`src/design/ifci_pkg.sv`:
```
/*
 * Constants, register map and carrier types for the integrity field
 * check / insert engine.
 * Assumes one 100 MHz clock and an APB master with 32-bit data.
 */
package ifci_pkg;
    // Operation codes
    localparam logic [7:0] OP_VERIFY = 8'h12;
    localparam logic [7:0] OP_INSERT = 8'h13;

    // Source block sizes in bytes, chosen by the two low option bits
    localparam logic [12:0] BLK_512 = 13'h0200;
    localparam logic [12:0] BLK_520 = 13'h0208;
    localparam logic [12:0] BLK_4096 = 13'h1000;
    localparam logic [12:0] BLK_4104 = 13'h1008;
    localparam logic [12:0] FIELD_BYTES = 13'h0008;
    localparam logic [2:0] FIELD_LAST = 3'h7;
    localparam logic [1:0] REC_LAST = 2'h3;
    localparam logic [1:0] REC_TAGS = 2'h2;
    localparam int GROW_SHIFT_SMALL = 6;
    localparam int GROW_SHIFT_LARGE = 9;

    // Completion status codes
    localparam logic [7:0] ST_NONE = 8'h00;
    localparam logic [7:0] ST_SUCCESS = 8'h01;
    localparam logic [7:0] ST_FAULT = 8'h03;
    localparam logic [7:0] ST_INTEGRITY = 8'h06;
    localparam logic [7:0] ST_OVERLAP = 8'h10;
    localparam logic [7:0] ST_BADOP = 8'h11;

    // Integrity error kinds
    localparam logic [7:0] KIND_NONE = 8'h00;
    localparam logic [7:0] KIND_GUARD = 8'h01;
    localparam logic [7:0] KIND_APP = 8'h02;
    localparam logic [7:0] KIND_REF = 8'h04;

    // Register byte offsets
    localparam logic [11:0] REG_CTRL = 12'h000;
    localparam logic [11:0] REG_OPCODE = 12'h004;
    localparam logic [11:0] REG_SRC = 12'h008;
    localparam logic [11:0] REG_DST = 12'h00C;
    localparam logic [11:0] REG_CMP = 12'h010;
    localparam logic [11:0] REG_XFER = 12'h014;
    localparam logic [11:0] REG_OPTS = 12'h018;
    localparam logic [11:0] REG_REFSEED = 12'h01C;
    localparam logic [11:0] REG_APPSEED = 12'h020;
    localparam logic [11:0] REG_STATUS = 12'h024;
    localparam logic [11:0] REG_BYTES = 12'h028;
    localparam logic [11:0] REG_REFTAG = 12'h02C;
    localparam logic [11:0] REG_IRQSTAT = 12'h030;
    localparam logic [11:0] REG_IRQMASK = 12'h034;

    // Field positions
    localparam int CTRL_START = 0;
    localparam int OPT_REC_VALID = 8;
    localparam int OPT_REC_REQ = 9;
    localparam int IRQ_DONE = 0;
    localparam int IRQ_ERR = 1;

    localparam logic [31:0] RST_WORD = 32'h0000_0000;
    localparam logic [15:0] RST_GUARD = 16'h0000;

    typedef struct packed {
        logic [31:0] addr;
        logic [63:0] data;
        logic wide;
    } ifci_wr_t;

    typedef enum logic [2:0] {
        S_IDLE = 3'b000,
        S_CHECK = 3'b001,
        S_RD = 3'b010,
        S_WR = 3'b011,
        S_INS = 3'b100,
        S_REC = 3'b101,
        S_DONE = 3'b110
    } ifci_state_t;
endpackage : ifci_pkg

```
`src/design/ifci_engine.sv`:
```
/*
 * Descriptor-driven integrity field engine: verify (source blocks carry
 * their field) and insert (copy, appending a generated field per block).
 * Assumes APB registers, a byte read port and a write port that take a
 * request held until its one-cycle ack, and a completion record in memory.
 */
// The APB register port and the address map were decided locally.
// How it works
// - Opcode 0x12 verifies the field embedded after each source block.
// - Opcode 0x13 copies source to destination and inserts a field per block.
// - Field computed per block of 512, 520, 4096 or 4104 bytes.
// - Verify reads exactly the transfer size in source bytes.
// - Insert copies exactly the transfer size in source bytes.
// - Insert writes transfer size plus eight bytes per whole block; a short tail block gets no field.
// - Any byte alignment of addresses is accepted without fault.
// - Insert with overlapping source and destination regions reports an error.
// - Success writes final reference and application tags with success status.
// - A page fault reports the updated tags with the fault address.
// - Verify mismatch stops with integrity status and the error kind.
// - Bytes completed excludes the whole block holding the error.
// - Verify compares each computed field against the embedded one.
module ifci_engine import ifci_pkg::*; (
    input wire logic core_clk,
    input wire logic sys_rst,
    input wire logic [11:0] paddr,
    input wire logic psel,
    input wire logic penable,
    input wire logic pwrite,
    input wire logic [31:0] pwdata,
    output logic [31:0] prdata,
    output logic pready,
    output logic pslverr,
    output logic rdReq,
    output logic [31:0] rdAddr,
    input wire logic rdAck,
    input wire logic [7:0] rdData,
    input wire logic rdFault,
    output logic wrReq,
    output ifci_wr_t wrCmd,
    input wire logic wrAck,
    output logic irq
);
    logic [7:0] opcode_q;
    logic [31:0] srcBase_q, dstBase_q, cmpAddr_q, xfer_q, opts_q, refSeed_q, appSeed_q;
    logic [1:0] irqMask_q, irqStat_q, irqStat_d;
    logic [31:0] prdata_q, rdMux;
    logic pready_q, pslverr_q, irq_q;
    ifci_state_t state_q, state_d;
    logic [31:0] srcAddr_q, srcAddr_d, dstAddr_q, dstAddr_d, remain_q, remain_d;
    logic [31:0] refTag_q, refTag_d, bytesDone_q, bytesDone_d, faultAddr_q, faultAddr_d;
    logic [12:0] blkCnt_q, blkCnt_d, blkSize_q, blkSize_d;
    logic [15:0] guard_q, guard_d;
    logic [63:0] fieldSh_q, fieldSh_d;
    logic [2:0] fIdx_q, fIdx_d;
    logic [7:0] status_q, status_d, kind_q, kind_d;
    logic [1:0] recIdx_q, recIdx_d;
    logic inField_q, inField_d, rdReq_q, wrReq_q;
    logic [31:0] rdAddr_q;
    ifci_wr_t wrCmd_q, wrCmd_d;

    // Bus decode
    wire access = psel & penable;
    wire wrEn = access & pwrite & pready_q;
    wire rdDone = access & ~pwrite & pready_q;
    wire idle = (state_q == S_IDLE);
    wire descWr = wrEn & idle;
    wire startPulse = descWr & (paddr == REG_CTRL) & pwdata[CTRL_START];
    wire hit = (paddr <= REG_IRQMASK) & (paddr[1:0] == 2'b00);
    wire [15:0] appTag = appSeed_q[15:0];
    wire [15:0] appMask = appSeed_q[31:16];
    wire isInsert = (opcode_q == OP_INSERT);
    wire validOp = (opcode_q == OP_VERIFY) | isInsert;
    wire recOn = opts_q[OPT_REC_VALID] & opts_q[OPT_REC_REQ];
    wire [1:0] blkSel = opts_q[1:0];
    wire [12:0] blkSizeSel = (blkSel == 2'd0) ? BLK_512 : (blkSel == 2'd1) ? BLK_520 :
        (blkSel == 2'd2) ? BLK_4096 : BLK_4104;

    // Overlap bound; a whole extra field covers a short tail block
    wire [32:0] growth = ((blkSel[1] ? {1'b0, xfer_q >> GROW_SHIFT_LARGE} :
        {1'b0, xfer_q >> GROW_SHIFT_SMALL}) + {20'h0_0000, FIELD_BYTES});
    wire [32:0] srcEnd = {1'b0, srcBase_q} + {1'b0, xfer_q};
    wire [32:0] dstEnd = {1'b0, dstBase_q} + {1'b0, xfer_q} + growth;
    wire overlap = ({1'b0, srcBase_q} < dstEnd) & ({1'b0, dstBase_q} < srcEnd) & (xfer_q != RST_WORD);

    wire [63:0] fieldIn = {fieldSh_q[55:0], rdData};
    wire guardBad = (fieldIn[63:48] != guard_q);
    wire appBad = ((fieldIn[47:32] & ~appMask) != (appTag & ~appMask));
    wire refBad = (fieldIn[31:0] != refTag_q);
    wire mismatch = guardBad | appBad | refBad;
    wire [15:0] guardNext = {guard_q[14:0], guard_q[15]} ^ {8'h00, rdData};
    wire blkLast = (blkCnt_q == blkSize_q - 13'h0001);
    wire [31:0] blkPlusField = {19'h0_0000, blkSize_q + FIELD_BYTES};
    wire [31:0] blkOnly = {19'h0_0000, blkSize_q};

    assign rdMux = (paddr == REG_OPCODE) ? {24'h00_0000, opcode_q} :
        (paddr == REG_SRC) ? srcBase_q : (paddr == REG_DST) ? dstBase_q :
        (paddr == REG_CMP) ? cmpAddr_q : (paddr == REG_XFER) ? xfer_q :
        (paddr == REG_OPTS) ? opts_q : (paddr == REG_REFSEED) ? refSeed_q :
        (paddr == REG_APPSEED) ? appSeed_q :
        (paddr == REG_STATUS) ? {15'h0000, ~idle, kind_q, status_q} :
        (paddr == REG_BYTES) ? bytesDone_q : (paddr == REG_REFTAG) ? refTag_q :
        (paddr == REG_IRQSTAT) ? {30'h0000_0000, irqStat_q} :
        (paddr == REG_IRQMASK) ? {30'h0000_0000, irqMask_q} : RST_WORD;

    // Events win over the clearing read in the same cycle
    wire doneEv = (state_q == S_DONE);
    wire [1:0] irqSet = {doneEv & (status_q != ST_SUCCESS), doneEv};
    assign irqStat_d = (irqStat_q & ~{2{rdDone & (paddr == REG_IRQSTAT)}}) | irqSet;

    always_ff @(posedge core_clk) begin
        if (sys_rst) begin
            pready_q <= 1'b0;
            pslverr_q <= 1'b0;
            prdata_q <= RST_WORD;
            irqStat_q <= 2'b00;
            irq_q <= 1'b0;
        end else begin
            pready_q <= access & ~pready_q;
            pslverr_q <= access & ~pready_q & ~hit;
            prdata_q <= (access & ~pready_q) ? rdMux : prdata_q;
            irqStat_q <= irqStat_d;
            irq_q <= |(irqStat_d & irqMask_q);
        end
    end

    // Descriptor registers are frozen while an operation runs
    always_ff @(posedge core_clk) begin
        if (sys_rst) begin
            opcode_q <= 8'h00;
            {srcBase_q, dstBase_q, cmpAddr_q, xfer_q} <= {4{RST_WORD}};
            {opts_q, refSeed_q, appSeed_q} <= {3{RST_WORD}};
            irqMask_q <= 2'b00;
        end else begin
            if (descWr & (paddr == REG_OPCODE)) opcode_q <= pwdata[7:0];
            if (descWr & (paddr == REG_SRC)) srcBase_q <= pwdata;
            if (descWr & (paddr == REG_DST)) dstBase_q <= pwdata;
            if (descWr & (paddr == REG_CMP)) cmpAddr_q <= pwdata;
            if (descWr & (paddr == REG_XFER)) xfer_q <= pwdata;
            if (descWr & (paddr == REG_OPTS)) opts_q <= pwdata;
            if (descWr & (paddr == REG_REFSEED)) refSeed_q <= pwdata;
            if (descWr & (paddr == REG_APPSEED)) appSeed_q <= pwdata;
            if (wrEn & (paddr == REG_IRQMASK)) irqMask_q <= pwdata[1:0];
        end
    end

    always_comb begin
        state_d = state_q;
        srcAddr_d = srcAddr_q;
        dstAddr_d = dstAddr_q;
        remain_d = remain_q;
        refTag_d = refTag_q;
        bytesDone_d = bytesDone_q;
        faultAddr_d = faultAddr_q;
        blkCnt_d = blkCnt_q;
        blkSize_d = blkSize_q;
        guard_d = guard_q;
        fieldSh_d = fieldSh_q;
        fIdx_d = fIdx_q;
        status_d = status_q;
        kind_d = kind_q;
        recIdx_d = recIdx_q;
        inField_d = inField_q;
        wrCmd_d = wrCmd_q;
        unique case (state_q)
            S_IDLE: begin
                if (startPulse) begin
                    {srcAddr_d, dstAddr_d, remain_d} = {srcBase_q, dstBase_q, xfer_q};
                    {refTag_d, bytesDone_d, faultAddr_d} = {refSeed_q, RST_WORD, RST_WORD};
                    {blkCnt_d, blkSize_d, guard_d} = {13'h0000, blkSizeSel, RST_GUARD};
                    {status_d, kind_d, fIdx_d, inField_d} = {ST_NONE, KIND_NONE, 3'h0, 1'b0};
                    state_d = S_CHECK;
                end
            end
            S_CHECK: begin
                // No alignment test on any address
                state_d = recOn ? S_REC : S_DONE;
                recIdx_d = 2'h0;
                if (!validOp) begin
                    status_d = ST_BADOP;
                end else if (isInsert & overlap) begin
                    status_d = ST_OVERLAP;
                end else if (remain_q == RST_WORD) begin
                    status_d = ST_SUCCESS;
                end else begin
                    state_d = S_RD;
                end
            end
            S_RD: begin
                if (rdAck) begin
                    srcAddr_d = srcAddr_q + 32'h0000_0001;
                    // Every source byte counts against the size
                    remain_d = remain_q - 32'h0000_0001;
                    if (rdFault) begin
                        // Tags stay as of the last whole block
                        {srcAddr_d, remain_d} = {srcAddr_q, remain_q};
                        {status_d, faultAddr_d, recIdx_d} = {ST_FAULT, srcAddr_q, 2'h0};
                        state_d = recOn ? S_REC : S_DONE;
                    end else if (inField_q) begin
                        fieldSh_d = fieldIn;
                        fIdx_d = fIdx_q + 3'h1;
                        if (fIdx_q == FIELD_LAST) begin
                            inField_d = 1'b0;
                            recIdx_d = 2'h0;
                            if (mismatch) begin
                                status_d = ST_INTEGRITY;
                                kind_d = guardBad ? KIND_GUARD : appBad ? KIND_APP : KIND_REF;
                                state_d = recOn ? S_REC : S_DONE;
                            end else begin
                                bytesDone_d = bytesDone_q + blkPlusField;
                                refTag_d = refTag_q + 32'h0000_0001;
                                {guard_d, blkCnt_d} = {RST_GUARD, 13'h0000};
                                if (remain_d == RST_WORD) begin
                                    status_d = ST_SUCCESS;
                                    state_d = recOn ? S_REC : S_DONE;
                                end
                            end
                        end else if (remain_d == RST_WORD) begin
                            // A cut field ends the run instead of reading past the size
                            {status_d, recIdx_d} = {ST_SUCCESS, 2'h0};
                            state_d = recOn ? S_REC : S_DONE;
                        end
                    end else begin
                        // Guard runs over the block data
                        guard_d = guardNext;
                        blkCnt_d = blkCnt_q + 13'h0001;
                        if (isInsert) begin
                            // Each source byte goes out unchanged
                            wrCmd_d = '{addr: dstAddr_q, data: {56'h0, rdData}, wide: 1'b0};
                            state_d = S_WR;
                        end else if (blkLast) begin
                            {inField_d, fIdx_d} = {1'b1, 3'h0};
                        end
                        if (!isInsert & (remain_d == RST_WORD)) begin
                            {status_d, recIdx_d} = {ST_SUCCESS, 2'h0};
                            state_d = recOn ? S_REC : S_DONE;
                        end
                    end
                end
            end
            S_WR: begin
                if (wrAck) begin
                    dstAddr_d = dstAddr_q + 32'h0000_0001;
                    recIdx_d = 2'h0;
                    if (blkCnt_q == blkSize_q) begin
                        fieldSh_d = {guard_q, appTag, refTag_q};
                        {fIdx_d, state_d} = {3'h0, S_INS};
                    end else if (remain_q == RST_WORD) begin
                        status_d = ST_SUCCESS;
                        state_d = recOn ? S_REC : S_DONE;
                    end else begin
                        state_d = S_RD;
                    end
                end
            end
            S_INS: begin
                if (wrAck) begin
                    // Eight field bytes follow each whole block
                    dstAddr_d = dstAddr_q + 32'h0000_0001;
                    fieldSh_d = {fieldSh_q[55:0], 8'h00};
                    fIdx_d = fIdx_q + 3'h1;
                    if (fIdx_q == FIELD_LAST) begin
                        bytesDone_d = bytesDone_q + blkOnly;
                        refTag_d = refTag_q + 32'h0000_0001;
                        {guard_d, blkCnt_d, recIdx_d} = {RST_GUARD, 13'h0000, 2'h0};
                        state_d = S_RD;
                        if (remain_q == RST_WORD) begin
                            status_d = ST_SUCCESS;
                            state_d = recOn ? S_REC : S_DONE;
                        end
                    end
                end
            end
            S_REC: begin
                if (wrAck) begin
                    recIdx_d = recIdx_q + 2'h1;
                    if (recIdx_q == REC_LAST) state_d = S_DONE;
                end
            end
            S_DONE: state_d = S_IDLE;
            default: state_d = S_IDLE;
        endcase
        if (state_d == S_INS) begin
            wrCmd_d = '{addr: dstAddr_d, data: {56'h0, fieldSh_d[63:56]}, wide: 1'b0};
        end
        // Record words carry status, count, fault and final tags
        if (state_d == S_REC) begin
            wrCmd_d.addr = cmpAddr_q + {27'h000_0000, recIdx_d, 3'b000};
            wrCmd_d.wide = 1'b1;
            unique case (recIdx_d)
                2'h0: wrCmd_d.data = {bytesDone_d, 16'h0000, kind_d, status_d};
                2'h1: wrCmd_d.data = {32'h0000_0000, faultAddr_d};
                2'h2: wrCmd_d.data = {appTag, appMask, refTag_d};
                2'h3: wrCmd_d.data = 64'h0000_0000_0000_0000;
            endcase
        end
    end

    always_ff @(posedge core_clk) begin
        if (sys_rst) begin
            state_q <= S_IDLE;
            {srcAddr_q, dstAddr_q, remain_q, refTag_q} <= {4{RST_WORD}};
            {bytesDone_q, faultAddr_q, rdAddr_q} <= {3{RST_WORD}};
            {blkCnt_q, blkSize_q, guard_q, fieldSh_q} <= '0;
            {fIdx_q, status_q, kind_q, recIdx_q, inField_q} <= '0;
            {rdReq_q, wrReq_q, wrCmd_q} <= '0;
        end else begin
            state_q <= state_d;
            {srcAddr_q, dstAddr_q, remain_q, refTag_q} <= {srcAddr_d, dstAddr_d, remain_d, refTag_d};
            {bytesDone_q, faultAddr_q} <= {bytesDone_d, faultAddr_d};
            {blkCnt_q, blkSize_q, guard_q, fieldSh_q} <= {blkCnt_d, blkSize_d, guard_d, fieldSh_d};
            {fIdx_q, status_q, kind_q, recIdx_q, inField_q} <= {fIdx_d, status_d, kind_d, recIdx_d, inField_d};
            rdReq_q <= (state_d == S_RD);
            rdAddr_q <= srcAddr_d;
            // One write port, so the record queues behind the data
            wrReq_q <= (state_d == S_WR) | (state_d == S_INS) | (state_d == S_REC);
            wrCmd_q <= wrCmd_d;
        end
    end

    assign {prdata, pready, pslverr, irq} = {prdata_q, pready_q, pslverr_q, irq_q};
    assign {rdReq, rdAddr, wrReq, wrCmd} = {rdReq_q, rdAddr_q, wrReq_q, wrCmd_q};
endmodule : ifci_engine

```
`config.mk`:
```
export PLATFORM = sky130hd
export DESIGN_NAME = ifci_engine
export DESIGN_NICKNAME = d
export VERILOG_FILES = /design/src/design/ifci_pkg.sv /design/src/design/ifci_engine.sv
export SDC_FILE = /design/constraint.sdc
export NUM_CORES = 2
export LEC_CHECK = 0
export ABC_AREA = 1
export BUFFER_PORTS_ARGS = -buffer_cell sky130_fd_sc_hd__buf_4
export CAP_MARGIN = 25
export CORE_UTILIZATION = 37
export DETAILED_ROUTE_END_ITERATION = 6
export GPL_ROUTABILITY_DRIVEN = 0
export GPL_TIMING_DRIVEN = 0
export PLACE_DENSITY_LB_ADDON = 0.08
export RECOVER_POWER = 25
export SLEW_MARGIN = 20
export SYNTH_ARGS = -nofsm -noshare
export SYNTH_HDL_FRONTEND = slang
export SYNTH_SLANG_ARGS = --single-unit
```
`constraint.sdc`:
```
create_clock -name core_clk -period 7 [get_ports core_clk]
set_input_delay 1.4 -clock core_clk [delete_from_list [all_inputs] [get_ports core_clk]]
set_output_delay 1.4 -clock core_clk [all_outputs]
set_load 0.005 [all_outputs]
```
Yosys cells after proc, flatten, opt, wreduce, memory -nomap -nowiden
Cells that the tools add are included.
{ "totals": {"register_bits": 693, "out_inout_bits": 166, "input_bits": 60, "wordCells": 332} }
{ "classes": {"eq_ne": 52, "magnitude_cmp": 3, "add_sub_neg": 16, "bitwise": 44, "n_reduce_logical": 24, "muxes": 157} }
{ "ops": {"columns": ["cell", "count"], "rows": [
  ["$mux 32", 38],
  ["$mux 97", 7],
  ["$mux 64", 6],
  ["$pmux 32 s2", 4],
  ["$pmux 64 s4", 1],
  ["$pmux 32 s3", 2],
  ["$pmux 64 s3", 1],
  ["$mux 8", 21],
  ["$mux 13", 10],
  ["$mux 16", 8],
  ["$add 32x1->32 const B", 3],
  ["$mux 3", 29],
  ["$eq 12x6->1 const B", 6],
  ["$add 32x32->33", 2],
  ["$lt 32x33->1", 2],
  ["$add 32x13->32", 2],
  ["$logic_not 32->1", 2],
  ["$eq 12x5->1 const B", 4],
  ["$pmux 16 s3", 1],
  ["$pmux 8 s5", 1],
  ["$pmux 13 s3", 1],
  ["$add 33x27->33", 1],
  ["$add 32x5->32", 1],
  ["$and 16x16->16", 2],
  ["56 further kinds", 141]
]} }

Logic depth before layout (Yosys ltp)
{ "depth": {"word_depth": 14, "depth_mapped": 45} }

Worst setup path after synthesis
No wires, ideal clock.
{ "synth_timing": {"path_type": "register to register", "from": "register opts_q[1]", "to": "register wrCmd_q (netlist bit wrCmd[76])", "n_path_buf": 4, "stages_incl_launch_ff": 41, "t_arrival_ns": 5.887, "setup_ns": 0.111, "slack_ns": 1.002, "path_cell_list": "dfxtp_1 -> clkbuf_1 -> clkbuf_1 -> o21ai_0 -> fa_1 -> inv_1 -> fa_1 -> ha_1 -> a21oi_1 -> nor2_1 -> nor2_1 -> o221ai_1 -> a21boi_0 -> o21ai_0 -> a21boi_0 -> o21ai_0 -> nand3_1 -> nand2_1 -> (+5 left out) -> a211oi_1 -> nand2_1 -> nand2_1 -> nand2_1 -> nand2_1 -> nand2_1 -> nand2_1 -> nand2_1 -> nand2_1 -> nand2_1 -> nand2_1 -> nand3_4 -> nand2_1 -> buf_4 -> buf_2 -> or2_1 -> nand3_1 -> inv_1"} }
{ "synth_via": {"elab_chain_len": 13, "word_cells_on_any_way": 20, "classes_between": "2 x add/sub; 1 x order compare; 4 x eq/ne; 6 x mux; 3 x bitwise; 4 x reduce/logical"} }
{ "synth_rtl": {"columns": ["element", "line", "rtl"], "rows": [
  ["start: declaration", "ifci_engine.sv:44", "logic [31:0] srcBase_q, dstBase_q, cmpAddr_q, xfer_q, opts_q, refSeed_q, appSeed_q;"],
  ["start signal: assignment", "ifci_engine.sv:131", "{opts_q, refSeed_q, appSeed_q} <= {3{RST_WORD}};"],
  ["start signal: assignment", "ifci_engine.sv:139", "if (descWr & (paddr == REG_OPTS)) opts_q <= pwdata;"],
  ["$mux 26 (*)", "ifci_engine.sv:79", "wire [32:0] growth = ((blkSel[1] ? {1'b0, xfer_q >> GROW_SHIFT_LARGE} :"],
  ["$add 26x4->27 (*)", "ifci_engine.sv:80", "{1'b0, xfer_q >> GROW_SHIFT_SMALL}) + {20'h0_0000, FIELD_BYTES});"],
  ["$add 33x27->33 (*)", "ifci_engine.sv:82", "wire [32:0] dstEnd = {1'b0, dstBase_q} + {1'b0, xfer_q} + growth;"],
  ["$lt 32x33->1 (*)", "ifci_engine.sv:83", "wire overlap = ({1'b0, srcBase_q} < dstEnd) & ({1'b0, dstBase_q} < srcEnd) & (xfer_q != RST_WORD);"],
  ["$and 1x1->1 (*) (2 in a row)", "ifci_engine.sv:83", null],
  ["$and 1x1->1 (*)", "ifci_engine.sv:180", "end else if (isInsert & overlap) begin"],
  ["$mux 3 (*)", "ifci_engine.sv:180", null],
  ["$mux 3 (*)", "ifci_engine.sv:178", "if (!validOp) begin"],
  ["$pmux 3 s6 (*)", "ifci_engine.sv:164", "unique case (state_q)"],
  ["$eq 3x3->1 (on tied branches)", "ifci_engine.sv:282, ifci_engine.sv:286", null],
  ["$ne 3x1->1 (no source line), or another cell as far along", null, null],
  ["$reduce_and 5->1 (no source line) / $mux 97 (equally long branches)", null, null],
  ["end signal: assignment", "ifci_engine.sv:316", "wrCmd_q <= wrCmd_d;"],
  ["end: declaration", "ifci_engine.sv:59", "ifci_wr_t wrCmd_q, wrCmd_d;"]
]} }
Every way passes the cells marked *; elsewhere a longest branch is shown, timed or not.
A chain may end at the register's enable or synchronous reset.

Final worst setup path
{ "layout_timing": {"from": "register xfer_q[7]", "to": "register wrCmd_q (netlist bit wrCmd[8])"} }
{ "layout_via": {"elab_chain_len": 13, "word_cells_on_any_way": 28, "classes_between": "4 x add/sub; 2 x order compare; 4 x eq/ne; 10 x mux; 3 x bitwise; 5 x reduce/logical"} }
{ "layout_rtl": {"columns": ["element", "line", "rtl"], "rows": [
  ["start: declaration", "ifci_engine.sv:44", null],
  ["start signal: assignment", "ifci_engine.sv:130", "{srcBase_q, dstBase_q, cmpAddr_q, xfer_q} <= {4{RST_WORD}};"],
  ["start signal: assignment", "ifci_engine.sv:138", "if (descWr & (paddr == REG_XFER)) xfer_q <= pwdata;"],
  ["$mux 26", "ifci_engine.sv:79", null],
  ["$add 26x4->27", "ifci_engine.sv:80", null],
  ["$add 33x27->33", "ifci_engine.sv:82", null],
  ["$lt 32x33->1", "ifci_engine.sv:83", null],
  ["$and 1x1->1", "ifci_engine.sv:83", null],
  ["$and 1x1->1 (*)", "ifci_engine.sv:83", null],
  ["$and 1x1->1 (*)", "ifci_engine.sv:180", null],
  ["$mux 3", "ifci_engine.sv:180", null],
  ["$mux 3", "ifci_engine.sv:178", null],
  ["$pmux 3 s6", "ifci_engine.sv:164", null],
  ["$eq 3x3->1 (on tied branches)", "ifci_engine.sv:282, ifci_engine.sv:286", null],
  ["$ne 3x1->1 (no source line), or another cell as far along", null, null],
  ["$reduce_and 5->1 (no source line) / $mux 97 (equally long branches)", null, null]
]} }
Marks and branches as above.

==> results.py <==
metrics = {
    "status": {
        "status": "finished with violations",
        "violations": "DRC",
    },
    "placed_design": {
        "hpwl_mm": 191,
        "port_buffers": 222,
        "postPlaceCellArea_um2": 47000,
    },
    "detailed_routing": {
        "final_antenna_net_count": 0,
        "viasPerCell": 6.01,
        "wl_mm": 241,
        "wl_per_cell_um": 28.4,
        "detail_route.first_pass.iterations": 7,
        "drtIter0Drc": 7051,
        "drc": 5,
        "vias": 50916,
    },
    "timing": {
        "fmax_mhz": 150,
        "relSlewSlack_pct": 9.71,
        "finalHoldViolCount": 0,
        "slew_violations": 0,
        "clock_skew_ns": 0.0585,
        "worst_slew_pin_slew_ns": 1.35,
        "rsz0062_at_grt": "no",
        "period_share_pct": 95.0,
        "setup_viol": 0,
        "whs_ns": 0.461,
        "min_period_ns": 6.65,
    },
    "grt": {
        "grt.busiest_layer": "met2",
        "groute.layer.met3.usage_pct": 11.4,
        "overflow": 0,
        "grt_pass1_vias": 45939,
        "grt_max_degree": 13,
        "use_met1_pct": 47.4,
        "grt_use_met2_pct": 58.0,
        "antenna_found_initial": 21,
        "grt_usage_pct": 39.3,
        "grt_pass1_wl_mm": 333,
    },
    "clock_tree": {
        "clkTransAtPathRegs_ns": 0.07,
        "tritoncts": "built",
        "numClockSinks": 683,
        "h-tree-depth": 3,
        "numCtsBuffers": 83,
        "clockRootBuffer": "clkbuf_16",
        "worstSkewPairLatency_ns": 0.72,
        "cts_buffer_depth": 3,
    },
    "finish": {
        "drive_above_1_share_pct": 7.76,
        "fillers": 12620,
        "syn_to_final_growth_pct": 16.4,
        "final_common_cell": "nand2_1",
        "final_cell_mix": "nand2_1 (1,132), inv_1 (802), o21ai_0 (718), nor2_1 (683), a21oi_1 (676)",
        "design_area_um2": 50400,
        "fin_nets": 7149,
        "largest_register_ffs": 97,
        "post-route-util_pct": 43.4,
    },
    "synth": {
        "synth_xor_area_share_pct": 3.14,
        "synth.largest_area_cell": "dfxtp_1",
        "ys_ff_latch": 683,
        "ys_warn_count": 0,
        "synthAdderAreaFrac_pct": 6.64,
        "synth.distinct_cells": 68,
        "yosys.area_share.simple_pct": 23.7,
        "synthCells": 6531,
        "muxShareOfSynthArea_pct": 0,
        "synth_area_per_cell_um2": 6.62,
        "synth_nets": 6802,
        "syn-cell-area_um2": 43200,
        "synth_area_leaders": "dfxtp_1 (32%), nand2_1 (9.9%), o21ai_0 (8.4%)",
        "synth_compound_area_share_pct": 24.8,
        "synth_top_area_share_pct": 31.6,
        "synth_flop_cell": "dfxtp_1",
        "synth_top_family_by_area": "compound AO/OA/AOI/OAI gates",
        "async_flop_share_pct": 0,
        "synth_edf_count": 0,
        "ys_seq_area_share_pct": 31.6,
    },
    "setup_path": {
        "critPathLaunchType": "register",
        "rr_startpoint": "xfer_q[7]",
        "worstPathRequired_ns": 7.59,
        "reg2reg_depth": 37,
        "r2r-end": "wrCmd[8]",
        "endpoint_kind": "register",
        "path_class": "reg2reg",
        "crit_path_frequent_cell": "nand2_1",
        "slowest_delay_ns": 0.47,
        "r2r_slack_ns": 0.35,
        "arrival_ns": 7.24,
        "path_max_fanout": 10,
        "crit_path_top_delay_cell": "fa_1",
    },
    "power_and_ir_drop": {
        "power_frac_seq_pct": 44.0,
        "p_sw_mw": 2.20,
        "p_sw_share_pct": 24.9,
        "p_leak_nw": 20.4,
        "clock_power_share_pct": 52.8,
        "ir_drop_mv": 0.168,
        "p_int_mw": 6.63,
        "p_comb_share_pct": 3.1,
        "p_per_area_nw_per_um2": 175,
    },
    "floorplanning": {
        "ios": 226,
        "rows": 125,
        "start_util_pct": 37.3,
        "die_area_um2": 118000,
        "die_w_um": 344,
        "fp.coreArea_um2": 116000,
        "die_h_um": 344,
    },
    "min_path": {
        "hold_path.startpoint": "wrCmd[47]",
        "hold_end": "wrCmd[47]",
        "hold_depth": 2,
        "hold_class": "reg2reg",
    },
    "run": {
        "drv_cap": 0,
    },
}
## logic make-up after synthesis
kind of cell / count (synthesis)
buffers and inverters: 1149
AOI/OAI and AO/OA: 1899
and+or+nand+nor: 2435
DFF: 683
xor gates and xnor gates: 154
adders and majority gates: 211
## Yosys cell counts, types with 55 or more instances
| cell type | n |
|---|---|
| a211oi_1 | 55 |
| a21oi_1 | 681 |
| a221oi_1 | 65 |
| clkbuf_1 | 269 |
| dfxtp_1 | 683 |
| ha_1 | 180 |
| inv_1 | 806 |
| nand2_1 | 1137 |
| nand3_1 | 299 |
| nand4_1 | 72 |
| nor2_1 | 685 |
| nor3_1 | 106 |
| o211ai_1 | 77 |
| o21ai_0 | 725 |
| o22ai_1 | 118 |
| xor2_1 | 102 |
## worst max-delay path by stage
| stage | end | startpoint | depth (start not counted) | slack [ns] |
|---|---|---|---|---|
| global placement | wrCmd[8] | opts_q[1] | 39 | -2.15 |
| detailed placement | wrCmd[8] | opts_q[1] | 39 | -2.18 |
| floorplan | wrCmd[76] | opts_q[1] | 40 | 1.00 |
| finish | wrCmd[8] | xfer_q[7] | 37 | 0.35 |
| CTS | wrCmd[8] | xfer_q[17] | 43 | 0.003 |
| global route | wrCmd[82] | opts_q[1] | 43 | 0.02 |
## per-layer routing
layer  routed length, µm  up-vias
li1                    -    22783
met1               90200    23901
met2               99300     3254
met3               27300      952
met4               23600       26
met5                 197        -
## critical path, delay by kind of cell (launching register included)
kind            cells  cell delay (ns)
compound gates      9             1.79
fa+ha+maj           5             1.66
simple gates       16             1.64
buf+inv             6             0.88
flops               1             0.40
xor+xnor            1             0.13
## cell type report
class,instances,area (µm²),share of cell area (%)
repair buffers,262,2060,4.09
clock buffers,119,2490,4.94
flip-flops and latches,683,13700,27.2
multi-input cells,4700,25300,50.3
clock inverters,30,353,0.701
plain buffers,320,1390,2.77
diodes,11,27.5,0.0547
inverters,828,3120,6.19
well taps,1524,1910,3.79
## per-stage QoR
step	std cells	TNS [ns]	power (mW)	worst slack [ns]
4_1_cts	8444	0	8.80	0.00297
3_5_place_dp	8289	-180.20	4.23	-2.18
5_1_grt	8466	0	8.96	0.0200
6_report	8477	0	8.83	0.349
2_1_floorplan	6531	0	4.07	1.00
3_3_place_gp	8277	-176.46	4.23	-2.15
## power groups by stage
stage,sequential [mW],combinational [mW],clock [mW]
floorplan,3.97,0.0947,0
global placement,3.97,0.253,0
detailed placement,3.97,0.259,0
CTS,3.89,0.260,4.65
global route,3.89,0.277,4.80
finish,3.89,0.278,4.66
## repair_timing
item,CTS,global route
cloned,1,0
hold buffers,0,0
pin swaps,2,9
endpoints found under the setup margin,110,98
resized for setup,43,49
setup buffers,6,17
Note: power is estimated with default switching activity, not from simulation.
